$ cat config.mk
export PLATFORM = sky130hd
export DESIGN_NAME = flash_sec
export DESIGN_NICKNAME = d
export VERILOG_FILES = /design/src/shared/flash_sec_pkg.sv /design/src/rtl/sector_decode.sv /design/src/rtl/flash_sec.sv
export VERILOG_INCLUDE_DIRS = /design/src /design/src/shared
export SDC_FILE = /design/constraint.sdc
export NUM_CORES = 1
export LEC_CHECK = 0
export ABC_AREA = 1
export BUFFER_PORTS_ARGS = -buffer_cell sky130_fd_sc_hd__buf_4
export CAP_MARGIN = 20
export CORE_ASPECT_RATIO = 1.4
export CORE_MARGIN = 10
export CORE_UTILIZATION = 45
export CTS_BUF_LIST = sky130_fd_sc_hd__clkbuf_4 sky130_fd_sc_hd__clkbuf_8
export DETAILED_ROUTE_END_ITERATION = 7
export GPL_TIMING_DRIVEN = 0
export MAX_ROUTING_LAYER = met4
export PLACE_DENSITY = 0.75
export SLEW_MARGIN = 10
export SYNTH_ARGS = -nofsm -noshare
export SYNTH_HDL_FRONTEND = slang
export SYNTH_SLANG_ARGS = --single-unit
export TNS_END_PERCENT = 5
$ cat constraint.sdc
create_clock -name core_clk_i -period 1.6 [get_ports core_clk_i]
set_input_delay 0.16 -clock core_clk_i [delete_from_list [all_inputs] [get_ports core_clk_i]]
set_output_delay 0.16 -clock core_clk_i [all_outputs]
set_load 0.01 [all_outputs]
$ cat src/shared/flash_sec_cfg.svh
// offsets, field positions, addresses, command bytes and timings of the flash security block
`ifndef FLASH_SEC_CFG_SVH
`define FLASH_SEC_CFG_SVH
`define CLK_PERIOD_NS 4
`define PWR_ON_WAIT_MS 2.76
`define RST_WAIT_MS 1.0
`define MODE_PROG 3'h7
`define MODE_INTERNAL_VECTOR_MODE 3'h0
`define SEC_FA_WORD0 22'h2F8000
`define SEC_FA_WORD1 22'h2FA000
`define SEC_FA_WORD2 22'h2F8004
`define SEC_FA_WORD3 22'h2FA004
`define SEC_FA_LOW_HALF 22'h000002
`define FA_SMALL_BASE 6'h2F
`define FA_LARGE_BASE 6'h30
`define LARGE_SEC_FIRST 5'h08
`define BIT_RD_PROT 16
`define BIT_WR_PROT 17
`define BIT_WP_LEVEL 18
`define CMD_UNLOCK1 8'hAA
`define CMD_UNLOCK2 8'h55
`define CMD_PROGRAM 8'hA0
`define CMD_ERASE 8'h80
`define CMD_SECTOR_ERASE 8'h30
`define CMD_CHIP_ERASE 8'h10
`define CMD_RESET 16'h00F0
`define REG_STATUS 8'h00
`define REG_LOCK_SMALL 8'h04
`define REG_LOCK_LARGE 8'h08
`define REG_BOOT_A 8'h0C
`define REG_BOOT_B 8'h10
`define REG_SECTOR_LOCKS 8'h14
`define ST_DONE 0
`define ST_PROG 1
`define ST_RDBLK 2
`define ST_WPEN 3
`define ST_WPLVL 4
`define ST_RSTWAIT 5
`define ST_PWRWAIT 6
`define ST_VIOL 8
`define ST_BADHI 9
`define ST_MODE_LSB 12
`endif

$ cat src/shared/flash_sec_pkg.sv
// state types of the flash security block
package flash_sec_pkg;
    typedef enum logic [2:0] {
        CAP_MODE = 3'b000,
        CAP_ISSUE = 3'b001,
        CAP_BUSY = 3'b010,
        CAP_TAKE = 3'b011,
        CAP_DONE = 3'b100
    } cap_state_t;
    typedef enum logic [2:0] {
        CMD_IDLE = 3'b000,
        CMD_U1 = 3'b001,
        CMD_U2 = 3'b010,
        CMD_PGM = 3'b011,
        CMD_E1 = 3'b100,
        CMD_E2 = 3'b101,
        CMD_E3 = 3'b110
    } cmd_state_t;
endpackage : flash_sec_pkg

$ cat src/rtl/sector_decode.sv
// programming-address to sector decoder with lock lookup
`timescale 1ns/1ps
`default_nettype none
`include "flash_sec_cfg.svh"
module sector_decode (
    input wire logic [21:0] addr_i,
    input wire logic [23:0] lock_vec_i,
    output logic [4:0] sector_o,
    output logic valid_o,
    output logic locked_o
);
    // large sectors above the small block, anything else maps nowhere
    always_comb begin
        sector_o = 5'h00;
        valid_o = 1'b0;
        if (addr_i[21:16] >= `FA_LARGE_BASE) begin // [RULE4]
            sector_o = `LARGE_SEC_FIRST + {1'b0, addr_i[19:16]};
            valid_o = 1'b1;
        end else if (addr_i[21:16] == `FA_SMALL_BASE) begin // [RULE4]
            sector_o = {2'b00, addr_i[15:13]};
            valid_o = 1'b1;
        end
    end
    // unmapped targets count as locked so stray writes never land
    assign locked_o = valid_o ? lock_vec_i[sector_o] : 1'b1; // [RULE14]
endmodule : sector_decode
`default_nettype wire

$ cat src/rtl/flash_sec.sv
// flash security capture, programming-mode bridge and AHB-Lite status port
// Function
// RULE1: reset with mode pins all high halts the CPU and hands the flash to the port pins.
// RULE2: in programming mode the flash acts as a stand-alone part taking all command sequences.
// RULE3: the programmer keeps address bit 0 low and bit 21 high on every access.
// RULE4: large sectors 8-23 decode from the upper base, small sectors 0-7 from the lower one.
// RULE5: the programmer waits 2.76 ms after power-on before the first flash access.
// RULE6: the programmer waits 1.0 ms after external reset rises before any access.
// RULE7: the two lock words and two boot words are read from four consecutive words; the code reads them at 2F8000, 2FA000, 2F8004 and 2FA004.
// RULE8: lock word small bits 16/17/18 give read, write and level; bits 19-31 stay zero.
// RULE9: read protection blocks flash reads in every mode except internal-vector mode.
// RULE10: level zero applies write protection everywhere, level one all but internal-vector.
// RULE11: with write protection on, small-word bits 0-7 lock small sectors, zero means locked.
// RULE12: with write protection on, large-word bits 0-15 lock sectors 8-23, zero means locked.
// RULE13: the sector holding the lock words must always be written as locked.
// RULE14: program or erase aimed at a locked sector changes nothing; protected reads hide data.
// RULE15: security is captured once at reset, held, and flash stays blocked until then.
//
// The implementer's own choices: the AHB-Lite interface to the registers and the placing of the registers.
`timescale 1ns/1ps
`default_nettype none
`include "flash_sec_cfg.svh"
module flash_sec #(
    parameter int unsigned PWR_WAIT_CYCLES =
        int'(`PWR_ON_WAIT_MS * 1.0e6 / `CLK_PERIOD_NS),
    parameter int unsigned RST_WAIT_CYCLES =
        int'(`RST_WAIT_MS * 1.0e6 / `CLK_PERIOD_NS)
) (
    input wire logic core_clk_i,
    input wire logic rst_i,
    input wire logic clk_en_i,
    input wire logic [2:0] mode_select_pins_i,
    input wire logic [21:0] prog_address_i,
    input wire logic prog_ce_n_i,
    input wire logic prog_oe_n_i,
    input wire logic prog_we_n_i,
    input wire logic [15:0] prog_dq_i,
    output logic [15:0] prog_dq_o,
    output logic prog_dq_oe_o,
    output logic prog_ready_o,
    output logic [21:0] flash_addr_o,
    output logic flash_rd_o,
    output logic flash_we_o,
    output logic [15:0] flash_wdata_o,
    input wire logic [15:0] flash_rdata_i,
    input wire logic flash_ready_i,
    output logic cpu_halt_o,
    output logic cpu_read_block_o,
    output logic [23:0] cpu_write_lock_o,
    input wire logic hsel_i,
    input wire logic [31:0] haddr_i,
    input wire logic [1:0] htrans_i,
    input wire logic hwrite_i,
    input wire logic [2:0] hsize_i,
    input wire logic [31:0] hwdata_i,
    input wire logic hready_i,
    output logic [31:0] hrdata_o,
    output logic hreadyout_o,
    output logic hresp_o
);
    flash_sec_pkg::cap_state_t cap_st_r;
    flash_sec_pkg::cmd_state_t cmd_st_r;
    logic [2:0] cap_idx_r;
    logic [2:0] mode_r;
    logic [127:0] sec_sr_r;
    logic [31:0] lock_small;
    logic [31:0] lock_large;
    logic [31:0] boot_a;
    logic [31:0] boot_b;
    logic done;
    logic internal_vector_mode;
    logic prog_mode;
    logic wp_en;
    logic read_block;
    logic [23:0] lock_vec;
    logic [21:0] cap_base;
    logic [21:0] cap_addr;
    logic we_q_r;
    logic wr_take;
    logic prog_rd;
    logic prog_rd_q_r;
    logic [4:0] dec_sector;
    logic dec_valid;
    logic dec_locked;
    logic blocked;
    logic viol_r;
    logic viol_clr;
    logic [19:0] wait_cnt_r;
    logic rst_wait_done;
    logic pwr_wait_done;
    logic [21:0] flash_addr_r;
    logic flash_rd_r;
    logic flash_we_r;
    logic [15:0] flash_wdata_r;
    logic [15:0] prog_dq_r;
    logic prog_dq_oe_r;
    logic bus_wr_r;
    logic bus_hit_r;
    logic [7:0] bus_addr_r;
    logic [31:0] hrdata_r;
    logic [31:0] rd_val;
    logic [31:0] status_val;

    // captured words, oldest read sits highest in the shift register
    assign lock_small = sec_sr_r[127:96];
    assign boot_a = sec_sr_r[95:64];
    assign lock_large = sec_sr_r[63:32];
    assign boot_b = sec_sr_r[31:0];
    assign done = (cap_st_r == flash_sec_pkg::CAP_DONE);
    assign internal_vector_mode = (mode_r == `MODE_INTERNAL_VECTOR_MODE);
    assign prog_mode = done && (mode_r == `MODE_PROG);

    // protection decisions; before capture everything counts as locked
    assign read_block = !done || (lock_small[`BIT_RD_PROT] && !internal_vector_mode); // [RULE9] [RULE15]
    assign wp_en = done && lock_small[`BIT_WR_PROT]
        && (!lock_small[`BIT_WP_LEVEL] || !internal_vector_mode); // [RULE10]
    assign lock_vec = {24{!done}}
        | ({24{wp_en}} & ~{lock_large[15:0], lock_small[7:0]}); // [RULE11] [RULE12]

    // cpu side levels; cpu stays off the flash until capture ends
    assign cpu_halt_o = !done || (mode_r == `MODE_PROG); // [RULE1]
    assign cpu_read_block_o = read_block;
    assign cpu_write_lock_o = lock_vec;

    // security word location for the current capture step
    always_comb begin
        case (cap_idx_r[2:1])
            2'h0: cap_base = `SEC_FA_WORD0;
            2'h1: cap_base = `SEC_FA_WORD1;
            2'h2: cap_base = `SEC_FA_WORD2;
            default: cap_base = `SEC_FA_WORD3;
        endcase
        cap_addr = cap_base | (cap_idx_r[0] ? `SEC_FA_LOW_HALF : 22'h000000); // [RULE7]
    end

    // capture: latch mode pins once, then fetch eight half-words
    always_ff @(posedge core_clk_i) begin
        if (rst_i) begin
            cap_st_r <= flash_sec_pkg::CAP_MODE;
            cap_idx_r <= 3'h0;
            mode_r <= 3'h0;
            sec_sr_r <= 128'h0;
        end else if (clk_en_i) begin
            case (cap_st_r)
                flash_sec_pkg::CAP_MODE: begin
                    mode_r <= mode_select_pins_i; // [RULE1]
                    cap_st_r <= flash_sec_pkg::CAP_ISSUE;
                end
                flash_sec_pkg::CAP_ISSUE: cap_st_r <= flash_sec_pkg::CAP_BUSY;
                flash_sec_pkg::CAP_BUSY: cap_st_r <= flash_sec_pkg::CAP_TAKE;
                flash_sec_pkg::CAP_TAKE: begin
                    sec_sr_r <= {sec_sr_r[111:0], flash_rdata_i}; // [RULE7]
                    cap_idx_r <= cap_idx_r + 3'h1;
                    if (cap_idx_r == 3'h7) begin
                        cap_st_r <= flash_sec_pkg::CAP_DONE; // [RULE15]
                    end else begin
                        cap_st_r <= flash_sec_pkg::CAP_ISSUE;
                    end
                end
                default: cap_st_r <= flash_sec_pkg::CAP_DONE;
            endcase
        end
    end

    // informative wait counters; the programmer owns the waiting itself
    always_ff @(posedge core_clk_i) begin
        if (rst_i) begin
            wait_cnt_r <= 20'h00000;
        end else if (clk_en_i && !pwr_wait_done) begin
            wait_cnt_r <= wait_cnt_r + 20'h00001;
        end
    end
    assign rst_wait_done = (wait_cnt_r >= 20'(RST_WAIT_CYCLES)); // [RULE6]
    assign pwr_wait_done = (wait_cnt_r >= 20'(PWR_WAIT_CYCLES)); // [RULE5]

    // pin strobes; pins are synchronous, write taken on we falling edge
    assign wr_take = prog_mode && !prog_ce_n_i && !prog_we_n_i && we_q_r; // [RULE2]
    assign prog_rd = prog_mode && !prog_ce_n_i && !prog_oe_n_i && prog_we_n_i;
    always_ff @(posedge core_clk_i) begin
        if (rst_i) begin
            we_q_r <= 1'b1;
        end else if (clk_en_i) begin
            we_q_r <= prog_we_n_i;
        end
    end

    sector_decode u_dec (
        .addr_i(prog_address_i),
        .lock_vec_i(lock_vec),
        .sector_o(dec_sector),
        .valid_o(dec_valid),
        .locked_o(dec_locked)
    );

    // final write of a sequence is swapped for a reset when its target is locked
    always_comb begin
        blocked = 1'b0;
        if (cmd_st_r == flash_sec_pkg::CMD_PGM) begin
            blocked = dec_locked; // [RULE14]
        end else if (cmd_st_r == flash_sec_pkg::CMD_E3) begin
            if (prog_dq_i[7:0] == `CMD_SECTOR_ERASE) begin
                blocked = dec_locked; // [RULE14]
            end else if (prog_dq_i[7:0] == `CMD_CHIP_ERASE) begin
                blocked = |lock_vec; // [RULE14]
            end
        end
    end

    // command sequence tracker, only to spot the final write
    always_ff @(posedge core_clk_i) begin
        if (rst_i) begin
            cmd_st_r <= flash_sec_pkg::CMD_IDLE;
        end else if (clk_en_i && wr_take) begin
            case (cmd_st_r)
                flash_sec_pkg::CMD_IDLE: cmd_st_r <= (prog_dq_i[7:0] == `CMD_UNLOCK1)
                    ? flash_sec_pkg::CMD_U1 : flash_sec_pkg::CMD_IDLE;
                flash_sec_pkg::CMD_U1: cmd_st_r <= (prog_dq_i[7:0] == `CMD_UNLOCK2)
                    ? flash_sec_pkg::CMD_U2 : flash_sec_pkg::CMD_IDLE;
                flash_sec_pkg::CMD_U2: begin
                    if (prog_dq_i[7:0] == `CMD_PROGRAM) begin
                        cmd_st_r <= flash_sec_pkg::CMD_PGM;
                    end else if (prog_dq_i[7:0] == `CMD_ERASE) begin
                        cmd_st_r <= flash_sec_pkg::CMD_E1;
                    end else begin
                        cmd_st_r <= flash_sec_pkg::CMD_IDLE;
                    end
                end
                flash_sec_pkg::CMD_E1: cmd_st_r <= (prog_dq_i[7:0] == `CMD_UNLOCK1)
                    ? flash_sec_pkg::CMD_E2 : flash_sec_pkg::CMD_IDLE;
                flash_sec_pkg::CMD_E2: cmd_st_r <= (prog_dq_i[7:0] == `CMD_UNLOCK2)
                    ? flash_sec_pkg::CMD_E3 : flash_sec_pkg::CMD_IDLE;
                default: cmd_st_r <= flash_sec_pkg::CMD_IDLE;
            endcase
        end
    end

    // flash array port, shared by capture and the pins
    always_ff @(posedge core_clk_i) begin
        if (rst_i) begin
            flash_addr_r <= 22'h000000;
            flash_rd_r <= 1'b0;
            flash_we_r <= 1'b0;
            flash_wdata_r <= 16'h0000;
        end else if (clk_en_i) begin
            flash_rd_r <= (cap_st_r == flash_sec_pkg::CAP_ISSUE) || prog_rd;
            flash_we_r <= wr_take; // [RULE2] [RULE15]
            if (cap_st_r == flash_sec_pkg::CAP_ISSUE) begin
                flash_addr_r <= cap_addr;
            end else begin
                flash_addr_r <= prog_address_i; // [RULE1]
            end
            flash_wdata_r <= blocked ? `CMD_RESET : prog_dq_i; // [RULE14]
        end
    end
    assign flash_addr_o = flash_addr_r;
    assign flash_rd_o = flash_rd_r;
    assign flash_we_o = flash_we_r;
    assign flash_wdata_o = flash_wdata_r;

    // read return to the pins; protected reads give zeros
    always_ff @(posedge core_clk_i) begin
        if (rst_i) begin
            prog_rd_q_r <= 1'b0;
            prog_dq_r <= 16'h0000;
            prog_dq_oe_r <= 1'b0;
        end else if (clk_en_i) begin
            prog_rd_q_r <= flash_rd_r && prog_mode;
            prog_dq_oe_r <= prog_rd_q_r;
            if (prog_rd_q_r) begin
                prog_dq_r <= read_block ? 16'h0000 : flash_rdata_i; // [RULE9] [RULE14]
            end
        end
    end
    assign prog_dq_o = prog_dq_r;
    assign prog_dq_oe_o = prog_dq_oe_r;
    assign prog_ready_o = flash_ready_i && done; // busy shown while capturing

    // sticky refused-write flag; a new event beats a clear in the same cycle
    assign viol_clr = bus_wr_r && bus_hit_r && (bus_addr_r == `REG_STATUS)
        && hwdata_i[`ST_VIOL];
    always_ff @(posedge core_clk_i) begin
        if (rst_i) begin
            viol_r <= 1'b0;
        end else if (clk_en_i) begin
            if (wr_take && blocked) begin
                viol_r <= 1'b1;
            end else if (viol_clr) begin
                viol_r <= 1'b0;
            end
        end
    end

    // status word
    always_comb begin
        status_val = 32'h00000000;
        status_val[`ST_DONE] = done;
        status_val[`ST_PROG] = prog_mode;
        status_val[`ST_RDBLK] = read_block;
        status_val[`ST_WPEN] = wp_en;
        status_val[`ST_WPLVL] = lock_small[`BIT_WP_LEVEL];
        status_val[`ST_RSTWAIT] = rst_wait_done;
        status_val[`ST_PWRWAIT] = pwr_wait_done;
        status_val[`ST_VIOL] = viol_r;
        status_val[`ST_BADHI] = |lock_small[31:19]; // [RULE8]
        status_val[`ST_MODE_LSB +: 3] = mode_r;
    end

    // register read decode on the address phase
    always_comb begin
        rd_val = 32'h00000000;
        if (haddr_i[31:8] != 24'h000000) begin
            rd_val = 32'h00000000;
        end else if (haddr_i[7:0] == `REG_STATUS) begin
            rd_val = status_val;
        end else if (haddr_i[7:0] == `REG_LOCK_SMALL) begin
            rd_val = lock_small;
        end else if (haddr_i[7:0] == `REG_LOCK_LARGE) begin
            rd_val = lock_large;
        end else if (haddr_i[7:0] == `REG_BOOT_A) begin
            rd_val = boot_a;
        end else if (haddr_i[7:0] == `REG_BOOT_B) begin
            rd_val = boot_b;
        end else if (haddr_i[7:0] == `REG_SECTOR_LOCKS) begin
            rd_val = {8'h00, lock_vec};
        end
    end

    // ahb-lite slave, zero wait states, always okay
    always_ff @(posedge core_clk_i) begin
        if (rst_i) begin
            bus_wr_r <= 1'b0;
            bus_hit_r <= 1'b0;
            bus_addr_r <= 8'h00;
            hrdata_r <= 32'h00000000;
        end else if (clk_en_i) begin
            bus_wr_r <= 1'b0;
            if (hsel_i && htrans_i[1] && hready_i) begin
                bus_wr_r <= hwrite_i;
                bus_hit_r <= (haddr_i[31:8] == 24'h000000) && (hsize_i == 3'h2);
                bus_addr_r <= haddr_i[7:0];
                if (!hwrite_i) begin
                    hrdata_r <= rd_val;
                end
            end
        end
    end
    assign hrdata_o = hrdata_r;
    assign hreadyout_o = 1'b1;
    assign hresp_o = 1'b0;
endmodule : flash_sec
`default_nettype wire

==> results of run 1 <==
cell families after synthesis:
group | count (synthesis) | share of synthesized area (%)
AOI/OAI and AO/OA | 472 | 21.9
xor gates and xnor gates | 6 | 0.446
adders and majority gates | 4 | 0.425
buffers and inverters | 225 | 7.82
DFF | 262 | 44.6
other | 2 | 0.0638
and+or+nand+nor | 677 | 24.8
metrics by stage:
stage | util, % | instances | worst slack [ns] | power, mW
detailed placement | 53.3 | 2189 | -1.12 | 7.95
floorplan | - | 1648 | -0.165 | 7.38
global route | 63.6 | 2356 | -0.738 | 14.9
global placement | 53.3 | 2189 | -1.11 | 7.93
finish | 63.6 | 2357 | -0.607 | 14.5
CTS | 62.2 | 2348 | -0.519 | 14.5
worst reg2reg max path, cell delays in order (launching register included):
cell and delay, ns:
dfxtp_4 0.36, nor2_4 0.14, nand3_4 0.11, buf_8 0.16, nand3_2 0.10, nand2_4 0.10
nor4_4 0.33, nand4_1 0.24, nand2_4 0.19, buf_6 0.14, nand3b_1 0.10, a21oi_1 0.15
final cells by class:
cell class | instances | share of cell area [%]
clock buffer | 63 | 4.92
clock inverter | 12 | 0.744
buffer | 106 | 4.46
antenna | 1 | 0.0152
tap | 324 | 2.46
sequential | 262 | 31.9
multi-input combinational | 1161 | 37.1
timing repair buffer | 309 | 15.5
inverter | 119 | 2.87
worst max path at each step:
stage	start	end	slack, ns
final	mode_r[0]	flash_wdata_o[15]	-0.61
after CTS	mode_r[0]	flash_wdata_o[10]	-0.52
after detailed placement	clk_en_i	sec_sr_r[122]	-1.12
after global placement	clk_en_i	sec_sr_r[126]	-1.11
after floorplan	mode_r[1]	flash_wdata_o[10]	-0.16
after global routing	cap_st_r[0]	flash_wdata_o[15]	-0.74
timing repair:
action	4_1_cts	5_1_grt
buffers inserted	9	8
cloned	2	0
gates resized for setup	161	125
endpoints found under the setup margin	264	248
pin swaps	22	18
hold buffers	73	0
endpoints found under the hold margin	91	0
routing by layer:
metal	vias up	global-route usage [%]	routed length, um
met2	673	54.0	26300
met4	0	21.5	4060
li1	6260	-	-
met3	231	5.63	3860
met1	6315	33.7	19400
met5	-	-	0
placed cells by master, fill, tap and decap left out, drive strengths merged, types with 3 or more instances in the layout:
cell	Yosys	layout
buf	24	268
nand3	70	70
o221ai	3	3
ha	4	4
o211ai	19	19
o2111ai	9	9
and2	3	3
clkbuf	82	136
nor4	20	20
inv	116	118
nor3	19	19
a21oi	197	197
nand3b	13	13
xor2	5	5
nand2	299	299
dfxtp	262	262
nand4	26	26
dlygate4sd3	0	73
a22oi	8	8
clkinv	3	5
a31oi	4	4
nor2	223	223
o22ai	4	4
o21ai	217	217
clkinvlp	0	6
power by group through the flow:
stage                     sequential, mW  combinational [mW]  clock, mW
after global routing                6.80                1.37       6.74
after detailed placement            6.92                1.03          0
after floorplan                     6.93               0.458          0
after CTS                           6.78                1.21       6.46
final                               6.79                1.27       6.41
after global placement              6.92                1.01          0
state kept, by name, summed over array words and instances, names as in the netlist, 3 cells and up:
name           flops
sec_sr_r         128
hrdata_o          32
flash_addr_o      22
wait_cnt_r        20
flash_wdata_o     16
prog_dq_o         16
bus_addr_r         8
cap_idx_r          3
cap_st_r           3
cmd_st_r           3
mode_r             3
==> impl_metrics.xml, run 1 <==
<?xml version="1.0" encoding="UTF-8"?>
<metrics>
  <group name="outcome">
    <metric name="run_status" unit="">finished with violations</metric>
    <metric name="violations" unit="">setup timing</metric>
  </group>
  <group name="synth">
    <metric name="synth-async-reset-ratio" unit="%">0</metric>
    <metric name="syn_nets" unit="">1788</metric>
    <metric name="yosys-top-cells-count" unit="">291 x nand2_1, 262 x dfxtp_1, 219 x nor2_1</metric>
    <metric name="synthesized_instance_count" unit="">1648</metric>
    <metric name="ys_seq_elements" unit="">262</metric>
    <metric name="synth_top_cells_by_area" unit="">dfxtp_1 45%, nand2_1 9.3%, o21ai_0 8.5%</metric>
    <metric name="synth_top_cell_area_share" unit="%">44.6</metric>
    <metric name="yosys.cell_types.count" unit="">53</metric>
    <metric name="mappedNetlistArea" unit="um^2">11800</metric>
    <metric name="synth-edff-count" unit="">0</metric>
    <metric name="synth-seq-area-share" unit="%">44.6</metric>
    <metric name="synth-main-ff-cell" unit="">dfxtp_1</metric>
    <metric name="synth.largest_area_cell" unit="">dfxtp_1</metric>
    <metric name="post_synth.cell_area_avg" unit="um^2">7.14</metric>
    <metric name="yosys_warnings" unit="">0</metric>
    <metric name="synth_most_common_cell" unit="">nand2_1</metric>
  </group>
  <group name="final_layout">
    <metric name="synthToLayoutAreaGrowth" unit="%">40.1</metric>
    <metric name="final_layout_size_suffix_gt1_share" unit="%">25.5</metric>
    <metric name="multiInputGateArea" unit="um^2">6110</metric>
    <metric name="design_area" unit="um^2">16500</metric>
    <metric name="seq_area" unit="um^2">5270</metric>
    <metric name="finalNetCount" unit="">2142</metric>
    <metric name="layout.filler_cells" unit="">2236</metric>
  </group>
  <group name="floorplan">
    <metric name="initial_core_util" unit="%">45.4</metric>
    <metric name="die_width" unit="um">157</metric>
    <metric name="top_level_ports" unit="">254</metric>
    <metric name="floorplan.rows" unit="">70</metric>
    <metric name="die_area" unit="um^2">33100</metric>
    <metric name="die_height" unit="um">211</metric>
    <metric name="core_area" unit="um^2">25900</metric>
  </group>
  <group name="sta">
    <metric name="period_share" unit="%">138</metric>
    <metric name="timing.final.max_slew_violations" unit="">0</metric>
    <metric name="final_hold_viol_count" unit="">0</metric>
    <metric name="timing.clock.skew" unit="ns">0.0226</metric>
    <metric name="slew-limit-headroom" unit="%">43.5</metric>
    <metric name="grt_setup_unrepaired" unit="">true</metric>
    <metric name="period_minus_slack" unit="ns">2.21</metric>
    <metric name="finalWorstSetupSlack" unit="ns">-0.607</metric>
    <metric name="worst_hold_slack" unit="ns">0.0223</metric>
    <metric name="max_freq" unit="MHz">453</metric>
    <metric name="tightestPinTransition" unit="ns">0.848</metric>
    <metric name="setup-tns-final" unit="ns">-25.27</metric>
    <metric name="finalSetupViolations" unit="">82</metric>
  </group>
  <group name="cts">
    <metric name="clock_tree.buffer_depth" unit="">3</metric>
    <metric name="clock_latency_on_the_worst_skew_pair" unit="ns">0.59</metric>
    <metric name="htreeDepth" unit="">2</metric>
    <metric name="cts_root_buf" unit="">clkbuf_8</metric>
    <metric name="cts_made_buffers" unit="">43</metric>
    <metric name="numClockSinks" unit="">262</metric>
    <metric name="cts.reportedPaths.clkPinSlew" unit="ns">0.06</metric>
    <metric name="cts_tree" unit="">yes</metric>
  </group>
  <group name="grt">
    <metric name="grt_pass1_vias" unit="">13200</metric>
    <metric name="grt_util_all_layers" unit="%">32.0</metric>
    <metric name="grt_start_max_net_pins" unit="">12</metric>
    <metric name="antenna_violations_before_repair" unit="">0</metric>
    <metric name="grt_first_pass_wirelength" unit="mm">79.1</metric>
    <metric name="global_route.overflow_total" unit="">0</metric>
  </group>
  <group name="critical_path">
    <metric name="rr_worst_depth" unit="">11</metric>
    <metric name="critical_path_depth" unit="">11</metric>
    <metric name="critical_path.max_fanout" unit="">9</metric>
    <metric name="crit_path_start_kind" unit="">flop</metric>
    <metric name="timing.critical_path.slowest_stage_cell" unit="">dfxtp_4</metric>
    <metric name="worst_r2r_startpoint" unit="">mode_r[0]</metric>
    <metric name="cpMostUsedCell" unit="">nand2_4</metric>
    <metric name="cpLargestDelayFamily" unit="">simple AND/OR/NAND/NOR gates</metric>
    <metric name="critPathBufInv" unit="">2</metric>
    <metric name="rrSetupSlack" unit="ns">-0.61</metric>
    <metric name="r2r-end" unit="">flash_wdata_o[15]</metric>
    <metric name="worstPathCellList" unit="">nor2_4 -&gt; nand3_4 -&gt; buf_8 -&gt; nand3_2 -&gt; nand2_4 -&gt; nor4_4 -&gt; nand4_1 -&gt; nand2_4 -&gt; buf_6 -&gt; nand3b_1 -&gt; a21oi_1</metric>
    <metric name="worst_ep_required_time" unit="ns">2.09</metric>
    <metric name="worst_ep_arrival_time" unit="ns">2.69</metric>
    <metric name="cp_slowest_stage_delay" unit="ns">0.36</metric>
    <metric name="setup.worst_path.end_class" unit="">flop</metric>
    <metric name="criticalPathCategory" unit="">flop to flop</metric>
  </group>
  <group name="placed_design">
    <metric name="port_buffers" unit="">217</metric>
    <metric name="finalWeightedCongestion" unit="">1.03</metric>
    <metric name="dpl-instance-area" unit="um^2">13800</metric>
    <metric name="hpwlAfterDp" unit="mm">39.8</metric>
  </group>
  <group name="detailed_routing">
    <metric name="final_antenna_net_count" unit="">0</metric>
    <metric name="drt_first_pass_iters" unit="">6</metric>
    <metric name="drt_wl_total" unit="mm">53.7</metric>
    <metric name="post_drt_wl_per_cell" unit="um">22.8</metric>
    <metric name="drc" unit="">0</metric>
    <metric name="vias_per_cell" unit="">5.72</metric>
    <metric name="routed-via-count" unit="">13500</metric>
    <metric name="drt-initial-drc-count" unit="">1170</metric>
  </group>
  <group name="power_and_ir_drop">
    <metric name="p_leak" unit="nW">6.95</metric>
    <metric name="power.density" unit="nW/um^2">877</metric>
    <metric name="power.share.combinational" unit="%">8.8</metric>
    <metric name="p_int" unit="mW">10.8</metric>
    <metric name="power.switching_fraction" unit="%">25.1</metric>
    <metric name="switchingPower" unit="mW">3.64</metric>
    <metric name="clkPwrFrac" unit="%">44.3</metric>
    <metric name="seq_power_share" unit="%">47.0</metric>
    <metric name="max-vdd-ir-drop" unit="uV">1000</metric>
  </group>
  <group name="min_path">
    <metric name="hold_path.class" unit="">input port to flop</metric>
    <metric name="min_from" unit="">hwdata_i[8]</metric>
    <metric name="whs_endpoint" unit="">viol_r</metric>
    <metric name="hold_critical_path_depth" unit="">4</metric>
  </group>
  <group name="run">
    <metric name="max_cap_viol_count" unit="">0</metric>
  </group>
</metrics>
No activity file was read; power rests on OpenSTA's default activity.
==> inputs of run 2 (changes only) <==
Settings changed: ABC_AREA 1 to unset, PLACE_DENSITY 0.75 to 0.74.
==> impl_metrics.xml, run 2 <==
<?xml version="1.0" encoding="UTF-8"?>
<metrics>
  <group name="outcome">
    <metric name="run_status" unit="">finished with violations</metric>
    <metric name="violations" unit="">hold timing, setup timing</metric>
  </group>
  <group name="synth">
    <metric name="ys_seq_elements" unit="">262</metric>
    <metric name="synthesized_instance_count" unit="">1562</metric>
    <metric name="synth_top_cell_area_share" unit="%">43.7</metric>
    <metric name="synth-async-reset-ratio" unit="%">0</metric>
    <metric name="synth-edff-count" unit="">0</metric>
    <metric name="mappedNetlistArea" unit="um^2">12000</metric>
    <metric name="synth-main-ff-cell" unit="">dfxtp_1</metric>
    <metric name="synth-seq-area-share" unit="%">43.7</metric>
    <metric name="yosys-top-cells-count" unit="">402 x nand2_1, 262 x dfxtp_1, 242 x a21oi_1</metric>
    <metric name="syn_nets" unit="">1702</metric>
    <metric name="yosys_warnings" unit="">0</metric>
    <metric name="yosys.cell_types.count" unit="">82</metric>
    <metric name="synth.largest_area_cell" unit="">dfxtp_1</metric>
    <metric name="synth_top_cells_by_area" unit="">dfxtp_1 44%, nand2_1 13%, a21oi_1 10%</metric>
    <metric name="synth_most_common_cell" unit="">nand2_1</metric>
    <metric name="post_synth.cell_area_avg" unit="um^2">7.68</metric>
  </group>
  <group name="power_and_ir_drop">
    <metric name="p_leak" unit="nW">5.99</metric>
    <metric name="max-vdd-ir-drop" unit="uV">730</metric>
    <metric name="power.density" unit="nW/um^2">851</metric>
  </group>
  <group name="final_layout">
    <metric name="seq_area" unit="um^2">5270</metric>
    <metric name="layout.filler_cells" unit="">2228</metric>
    <metric name="layout_commonest_cell" unit="">nand2_1</metric>
    <metric name="most-common-layout-cells" unit="">397 x nand2_1, 249 x dfxtp_1, 236 x a21oi_1, 215 x buf_4, 83 x nor2_1</metric>
    <metric name="finish.utilization" unit="%">64.0</metric>
    <metric name="multiInputGateArea" unit="um^2">6790</metric>
    <metric name="final_layout_size_suffix_gt1_share" unit="%">26.2</metric>
    <metric name="largest_register_ffs" unit="">128</metric>
    <metric name="largest_register" unit="">sec_sr_r</metric>
    <metric name="synthToLayoutAreaGrowth" unit="%">39.8</metric>
    <metric name="finalNetCount" unit="">2039</metric>
  </group>
  <group name="detailed_routing">
    <metric name="drt_first_pass_iters" unit="">5</metric>
    <metric name="final_antenna_net_count" unit="">0</metric>
    <metric name="drt_wl_total" unit="mm">51.5</metric>
    <metric name="vias_per_cell" unit="">6.02</metric>
    <metric name="routed-via-count" unit="">13600</metric>
    <metric name="drt-initial-drc-count" unit="">1263</metric>
    <metric name="drc" unit="">0</metric>
    <metric name="post_drt_wl_per_cell" unit="um">22.8</metric>
  </group>
  <group name="sta">
    <metric name="final_hold_viol_count" unit="">1</metric>
    <metric name="slew-limit-headroom" unit="%">39.6</metric>
    <metric name="period_share" unit="%">156</metric>
    <metric name="finalWorstSetupSlack" unit="ns">-0.903</metric>
    <metric name="setup-tns-final" unit="ns">-59.02</metric>
    <metric name="tightestPinTransition" unit="ns">0.906</metric>
    <metric name="worst_hold_slack" unit="ns">-0.140</metric>
    <metric name="period_minus_slack" unit="ns">2.50</metric>
    <metric name="timing.final.max_slew_violations" unit="">0</metric>
    <metric name="max_freq" unit="MHz">400</metric>
    <metric name="finalSetupViolations" unit="">109</metric>
    <metric name="timing.clock.skew" unit="ns">0.0242</metric>
    <metric name="grt_setup_unrepaired" unit="">true</metric>
  </group>
  <group name="critical_path">
    <metric name="worst_ep_required_time" unit="ns">2.05</metric>
    <metric name="cp_slowest_stage_delay" unit="ns">0.57</metric>
    <metric name="worst_r2r_startpoint" unit="">mode_r[2]</metric>
    <metric name="worst_ep_arrival_time" unit="ns">2.95</metric>
    <metric name="worstPathCellList" unit="">or4b_4 -&gt; nand2_4 -&gt; buf_8 -&gt; a2111oi_2 -&gt; o31ai_2 -&gt; nor4b_4 -&gt; a211oi_4 -&gt; buf_12 -&gt; o41a_1</metric>
    <metric name="criticalPathCategory" unit="">flop to flop</metric>
    <metric name="critical_path.max_fanout" unit="">7</metric>
    <metric name="setup.worst_path.end_class" unit="">flop</metric>
    <metric name="timing.critical_path.slowest_stage_cell" unit="">or4b_4</metric>
    <metric name="crit_path_start_kind" unit="">flop</metric>
    <metric name="timing.critical_path.from" unit="">mode_r[2]</metric>
  </group>
  <group name="floorplan">
    <metric name="floorplan.rows" unit="">70</metric>
    <metric name="die_width" unit="um">158</metric>
    <metric name="core_area" unit="um^2">26200</metric>
    <metric name="die_height" unit="um">213</metric>
    <metric name="die_area" unit="um^2">33700</metric>
    <metric name="top_level_ports" unit="">254</metric>
    <metric name="initial_core_util" unit="%">45.8</metric>
  </group>
  <group name="min_path">
    <metric name="hold_path.class" unit="">input port to flop</metric>
    <metric name="min_from" unit="">prog_dq_i[6]</metric>
  </group>
  <group name="grt">
    <metric name="global_route.overflow_total" unit="">0</metric>
    <metric name="grt_util_all_layers" unit="%">30.0</metric>
    <metric name="grt_pass1_vias" unit="">13100</metric>
    <metric name="antenna_violations_before_repair" unit="">3</metric>
    <metric name="grt_first_pass_wirelength" unit="mm">75.6</metric>
    <metric name="grt_start_max_net_pins" unit="">12</metric>
  </group>
  <group name="cts">
    <metric name="cts_made_buffers" unit="">41</metric>
    <metric name="cts.hold.buffers_added" unit="">68</metric>
    <metric name="htreeDepth" unit="">2</metric>
    <metric name="clock_latency_on_the_worst_skew_pair" unit="ns">0.58</metric>
    <metric name="cts_tree" unit="">yes</metric>
    <metric name="clock_tree.buffer_depth" unit="">3</metric>
    <metric name="cts_root_buf" unit="">clkbuf_8</metric>
    <metric name="cts.reportedPaths.clkPinSlew" unit="ns">0.06</metric>
    <metric name="numClockSinks" unit="">262</metric>
  </group>
  <group name="run">
    <metric name="max_cap_viol_count" unit="">0</metric>
  </group>
  <group name="placed_design">
    <metric name="hpwlAfterDp" unit="mm">37.4</metric>
    <metric name="port_buffers" unit="">213</metric>
    <metric name="finalWeightedCongestion" unit="">1.08</metric>
  </group>
</metrics>
run 2: cell count changes after synthesis, moves of 13 or more:
cell / previous run / this run
nand2_1: 291 / 402
o31ai_1: 1 / 17
o21ai_0: 199 / 42
a21oi_1: 196 / 242
inv_1: 105 / 15
o21ai_2: 13 / 0
nor2_1: 219 / 89
nand3_1: 68 / 53
clkbuf_1: 82 / 107
run 2: through the flow:
| stage | cells | cell area, um^2 | worst slack, ns | total power, mW |
|---|---|---|---|---|
| 2_1_floorplan | 1562 | 12000 | -0.623 | 7.30 |
| 3_3_place_gp | 2099 | 14000 | -1.47 | 7.82 |
| 3_5_place_dp | 2099 | 14000 | -1.53 | 7.83 |
| 4_1_cts | 2250 | 16500 | -0.889 | 14.3 |
| 5_1_grt | 2257 | 16800 | -0.985 | 14.7 |
| 6_report | 2257 | 16800 | -0.903 | 14.3 |
run 2: cell type report:
type | instances | share of cell area (%)
tap | 324 | 2.42
buffer | 126 | 4.72
timing repair buffer | 297 | 15.1
multi-input combinational | 1156 | 40.5
clock inverter | 7 | 0.523
antenna | 3 | 0.0448
clock buffer | 67 | 4.94
inverter | 15 | 0.336
sequential | 262 | 31.4
run 2: layer usage:
| metal | part of all wire, % | vias up | wire length [um] | GRT usage, % |
|---|---|---|---|---|
| met1 | 35 | 6375 | 18200 | 32.4 |
| li1 | - | 6210 | - | - |
| met2 | 48 | 745 | 24700 | 48.8 |
| met5 | 0 | - | 0 | - |
| met4 | 8.0 | 0 | 4110 | 20.8 |
| met3 | 8.7 | 260 | 4480 | 5.84 |
run 2: repair_timing:
item,in CTS,in global routing
gates resized for setup,231,65
gates cloned,5,0
pin swaps,67,10
endpoints found under the hold margin,90,1
buffers inserted,7,4
endpoints found under the setup margin,270,231
run 2: worst paths after layout:
| check | to | slack [ns] | cells past startpoint |
|---|---|---|---|
| setup / recovery | flash_wdata_o[7] | -0.90 | 9 |
| hold / removal | flash_wdata_o[6] | -0.14 | 2 |
| setup reg to reg | flash_wdata_o[7] | -0.90 | 9 |
| hold reg to reg | hrdata_o[10] | 0.45 | 2 |
run 2: critical path: cells and delay by family, from the launching register on:
kind	cells	cell delay (ns)
buffers and inverters	2	0.28
and+or+nand+nor	3	0.97
DFF	1	0.32
AOI/OAI and AO/OA	4	0.80
run 2: logic make-up after synthesis:
group | count (synthesis) | synth area share, %
and+or+nand+nor | 682 | 25.8
AOI/OAI and AO/OA | 445 | 23.1
DFF | 262 | 43.7
buffers and inverters | 144 | 4.82
muxes | 22 | 1.95
adders and majority gates | 4 | 0.417
other | 2 | 0.0626
xor gates and xnor gates | 1 | 0.0731
run 2: power breakdown:
part           switching, mW  internal, mW  leakage, nW
sequential            0.0754          6.61         2.13
clock                   2.73          3.60        0.487
combinational          0.693         0.564         3.38
==> inputs of run 3 (changes only) <==
Settings changed: CORE_MARGIN 10 to 4.
==> impl_metrics.xml, run 3 (synthesis results as in run 2) <==
<?xml version="1.0" encoding="UTF-8"?>
<metrics>
  <group name="sta">
    <metric name="worst_hold_slack" unit="ns">0.0176</metric>
    <metric name="period_share" unit="%">154</metric>
    <metric name="setup-tns-final" unit="ns">-57.89</metric>
    <metric name="finalSetupViolations" unit="">111</metric>
    <metric name="timing.clock.skew" unit="ns">0.0208</metric>
    <metric name="timing.final.max_slew_violations" unit="">0</metric>
    <metric name="finalWorstSetupSlack" unit="ns">-0.861</metric>
    <metric name="tightestPinTransition" unit="ns">0.913</metric>
    <metric name="max_freq" unit="MHz">406</metric>
    <metric name="grt_setup_unrepaired" unit="">true</metric>
    <metric name="final_hold_viol_count" unit="">0</metric>
    <metric name="period_minus_slack" unit="ns">2.46</metric>
    <metric name="slew-limit-headroom" unit="%">39.2</metric>
  </group>
  <group name="cts">
    <metric name="cts_tree" unit="">yes</metric>
    <metric name="numClockSinks" unit="">262</metric>
    <metric name="clock_tree.buffer_depth" unit="">3</metric>
    <metric name="cts_made_buffers" unit="">42</metric>
    <metric name="cts_root_buf" unit="">clkbuf_8</metric>
    <metric name="htreeDepth" unit="">2</metric>
    <metric name="clock_latency_on_the_worst_skew_pair" unit="ns">0.55</metric>
    <metric name="cts.reportedPaths.clkPinSlew" unit="ns">0.07</metric>
  </group>
  <group name="power_and_ir_drop">
    <metric name="p_leak" unit="nW">5.89</metric>
    <metric name="power.density" unit="nW/um^2">853</metric>
    <metric name="max-vdd-ir-drop" unit="uV">889</metric>
  </group>
  <group name="final_layout">
    <metric name="layout.cells.non_filler" unit="">2253</metric>
    <metric name="finalNetCount" unit="">2041</metric>
    <metric name="layout_commonest_cell" unit="">nand2_1</metric>
    <metric name="largest_register" unit="">sec_sr_r</metric>
    <metric name="synthToLayoutAreaGrowth" unit="%">37.7</metric>
    <metric name="finish.utilization" unit="%">63.0</metric>
    <metric name="most-common-layout-cells" unit="">397 x nand2_1, 253 x dfxtp_1, 236 x a21oi_1, 220 x buf_4, 84 x nor2_1</metric>
    <metric name="final_layout_size_suffix_gt1_share" unit="%">24.8</metric>
    <metric name="largest_register_ffs" unit="">128</metric>
  </group>
  <group name="critical_path">
    <metric name="criticalPathCategory" unit="">flop to flop</metric>
    <metric name="timing.critical_path.slowest_stage_cell" unit="">or4_4</metric>
    <metric name="critical_path.max_fanout" unit="">7</metric>
    <metric name="cpLargestDelayFamily" unit="">compound AO/OA/AOI/OAI gates</metric>
    <metric name="critical_path_depth" unit="">8</metric>
    <metric name="worst_ep_arrival_time" unit="ns">2.86</metric>
    <metric name="rr_worst_depth" unit="">8</metric>
    <metric name="crit_path_start_kind" unit="">flop</metric>
    <metric name="r2r-end" unit="">flash_wdata_o[0]</metric>
    <metric name="setup.worst_path.end_class" unit="">flop</metric>
    <metric name="critPathBufInv" unit="">1</metric>
    <metric name="worstPathCellList" unit="">or4_4 -&gt; nor3_4 -&gt; a32oi_2 -&gt; or2_0 -&gt; o32a_1 -&gt; a211oi_4 -&gt; buf_4 -&gt; o31ai_1</metric>
    <metric name="cp_slowest_stage_delay" unit="ns">0.46</metric>
    <metric name="rrSetupSlack" unit="ns">-0.86</metric>
    <metric name="worst_r2r_startpoint" unit="">cmd_st_r[0]</metric>
    <metric name="worst_ep_required_time" unit="ns">2.00</metric>
  </group>
  <group name="floorplan">
    <metric name="core_area" unit="um^2">26200</metric>
    <metric name="die_width" unit="um">146</metric>
    <metric name="die_height" unit="um">201</metric>
    <metric name="die_area" unit="um^2">29400</metric>
    <metric name="top_level_ports" unit="">254</metric>
    <metric name="initial_core_util" unit="%">45.8</metric>
    <metric name="floorplan.rows" unit="">70</metric>
  </group>
  <group name="placed_design">
    <metric name="hpwlAfterDp" unit="mm">36.0</metric>
    <metric name="finalWeightedCongestion" unit="">1.09</metric>
    <metric name="port_buffers" unit="">213</metric>
    <metric name="placement.setup.worst_slack" unit="ns">-1.51</metric>
    <metric name="dp.cells" unit="">2099</metric>
  </group>
  <group name="outcome">
    <metric name="violations" unit="">setup timing</metric>
    <metric name="run_status" unit="">finished with violations</metric>
  </group>
  <group name="grt">
    <metric name="global_route.overflow_total" unit="">0</metric>
    <metric name="grt_first_pass_wirelength" unit="mm">74.1</metric>
    <metric name="grt_pass1_vias" unit="">12900</metric>
    <metric name="grt_util_met2" unit="%">54.2</metric>
    <metric name="grt_start_max_net_pins" unit="">12</metric>
    <metric name="grtUsageMet1" unit="%">36.7</metric>
    <metric name="antenna_violations_before_repair" unit="">1</metric>
    <metric name="grt_util_all_layers" unit="%">32.8</metric>
    <metric name="grt_util_met3" unit="%">5.29</metric>
    <metric name="busiest_layer" unit="">met2</metric>
  </group>
  <group name="detailed_routing">
    <metric name="drt-initial-drc-count" unit="">1403</metric>
    <metric name="drc" unit="">0</metric>
    <metric name="final_antenna_net_count" unit="">0</metric>
    <metric name="routed-via-count" unit="">13400</metric>
    <metric name="drt_first_pass_iters" unit="">7</metric>
    <metric name="vias_per_cell" unit="">5.96</metric>
    <metric name="drt_wl_total" unit="mm">49.1</metric>
    <metric name="post_drt_wl_per_cell" unit="um">21.8</metric>
  </group>
  <group name="min_path">
    <metric name="whs_endpoint" unit="">cmd_st_r[1]</metric>
    <metric name="hold_path.class" unit="">input port to flop</metric>
    <metric name="min_from" unit="">prog_dq_i[5]</metric>
    <metric name="hold_critical_path_depth" unit="">3</metric>
  </group>
  <group name="run">
    <metric name="max_cap_viol_count" unit="">0</metric>
  </group>
</metrics>
[run 3: cell count changes in the layout (fill, tap and decap cells not counted), sizes merged, moves of 2 or more]
cell	delta
buf	+3
dlygate4sd3	+2
clkinv	-3
clkbuf	-3
diode	-2
[run 3: metal layers]
| layer | wire length (um) | share of wire [%] | vias to the layer above |
|---|---|---|---|
| met5 | 0 | 0 | - |
| met4 | 3830 | 7.8 | 0 |
| met3 | 3750 | 7.6 | 226 |
| met2 | 23700 | 48 | 683 |
| met1 | 17800 | 36 | 6354 |
| li1 | - | - | 6176 |
[run 3: what timing repair did]
action                                 4_1_cts  5_1_grt
setup buffers                                9        3
endpoints found under the hold margin       86        2
hold buffers                                68        2
cloned                                       3        0
gates resized for setup                    193       63
setup endpoints to repair                  270      257
pin swaps                                   75        9
[run 3: area by class of cell]
cell class / count / area, um^2
antenna: 1 / 2.50
sequential: 262 / 5270
tap: 324 / 405
fill: 2254 / 9680
inverter: 15 / 60.1
timing repair buffer: 298 / 2500
clock inverter: 3 / 42.5
clock buffer: 68 / 855
multi-input combinational: 1156 / 6650
buffer: 126 / 729
[run 3: stage by stage]
stage	power, mW	area, um^2
2_1_floorplan	7.30	12000
3_3_place_gp	7.81	14000
3_5_place_dp	7.83	14000
4_1_cts	14.1	16300
5_1_grt	14.5	16500
6_report	14.1	16500
[run 3: how the worst max path moves through the flow]
stage | from | endpoint | slack [ns]
after global routing | cmd_st_r[0] | flash_wdata_o[0] | -0.97
after global placement | clk_en_i | sec_sr_r[68] | -1.51
after CTS | cmd_st_r[0] | flash_wdata_o[0] | -0.85
after detailed placement | clk_en_i | sec_sr_r[75] | -1.51
after floorplan | cmd_st_r[0] | flash_wdata_o[10] | -0.62
final | cmd_st_r[0] | flash_wdata_o[0] | -0.86
[run 3: worst min-delay path, delay by kind of cell]
| family | cells | cell delay (ns) |
|---|---|---|
| AO/OA/AOI/OAI | 1 | 0.15 |
| buffers and inverters | 1 | 0.14 |
| AND/OR/NAND/NOR | 1 | 0.06 |
[run 3: where the power goes]
part	switching, mW	internal [mW]	leakage [nW]
Combinational	0.684	0.555	3.29
Sequential	0.0730	6.61	2.12
Clock	2.64	3.52	0.473
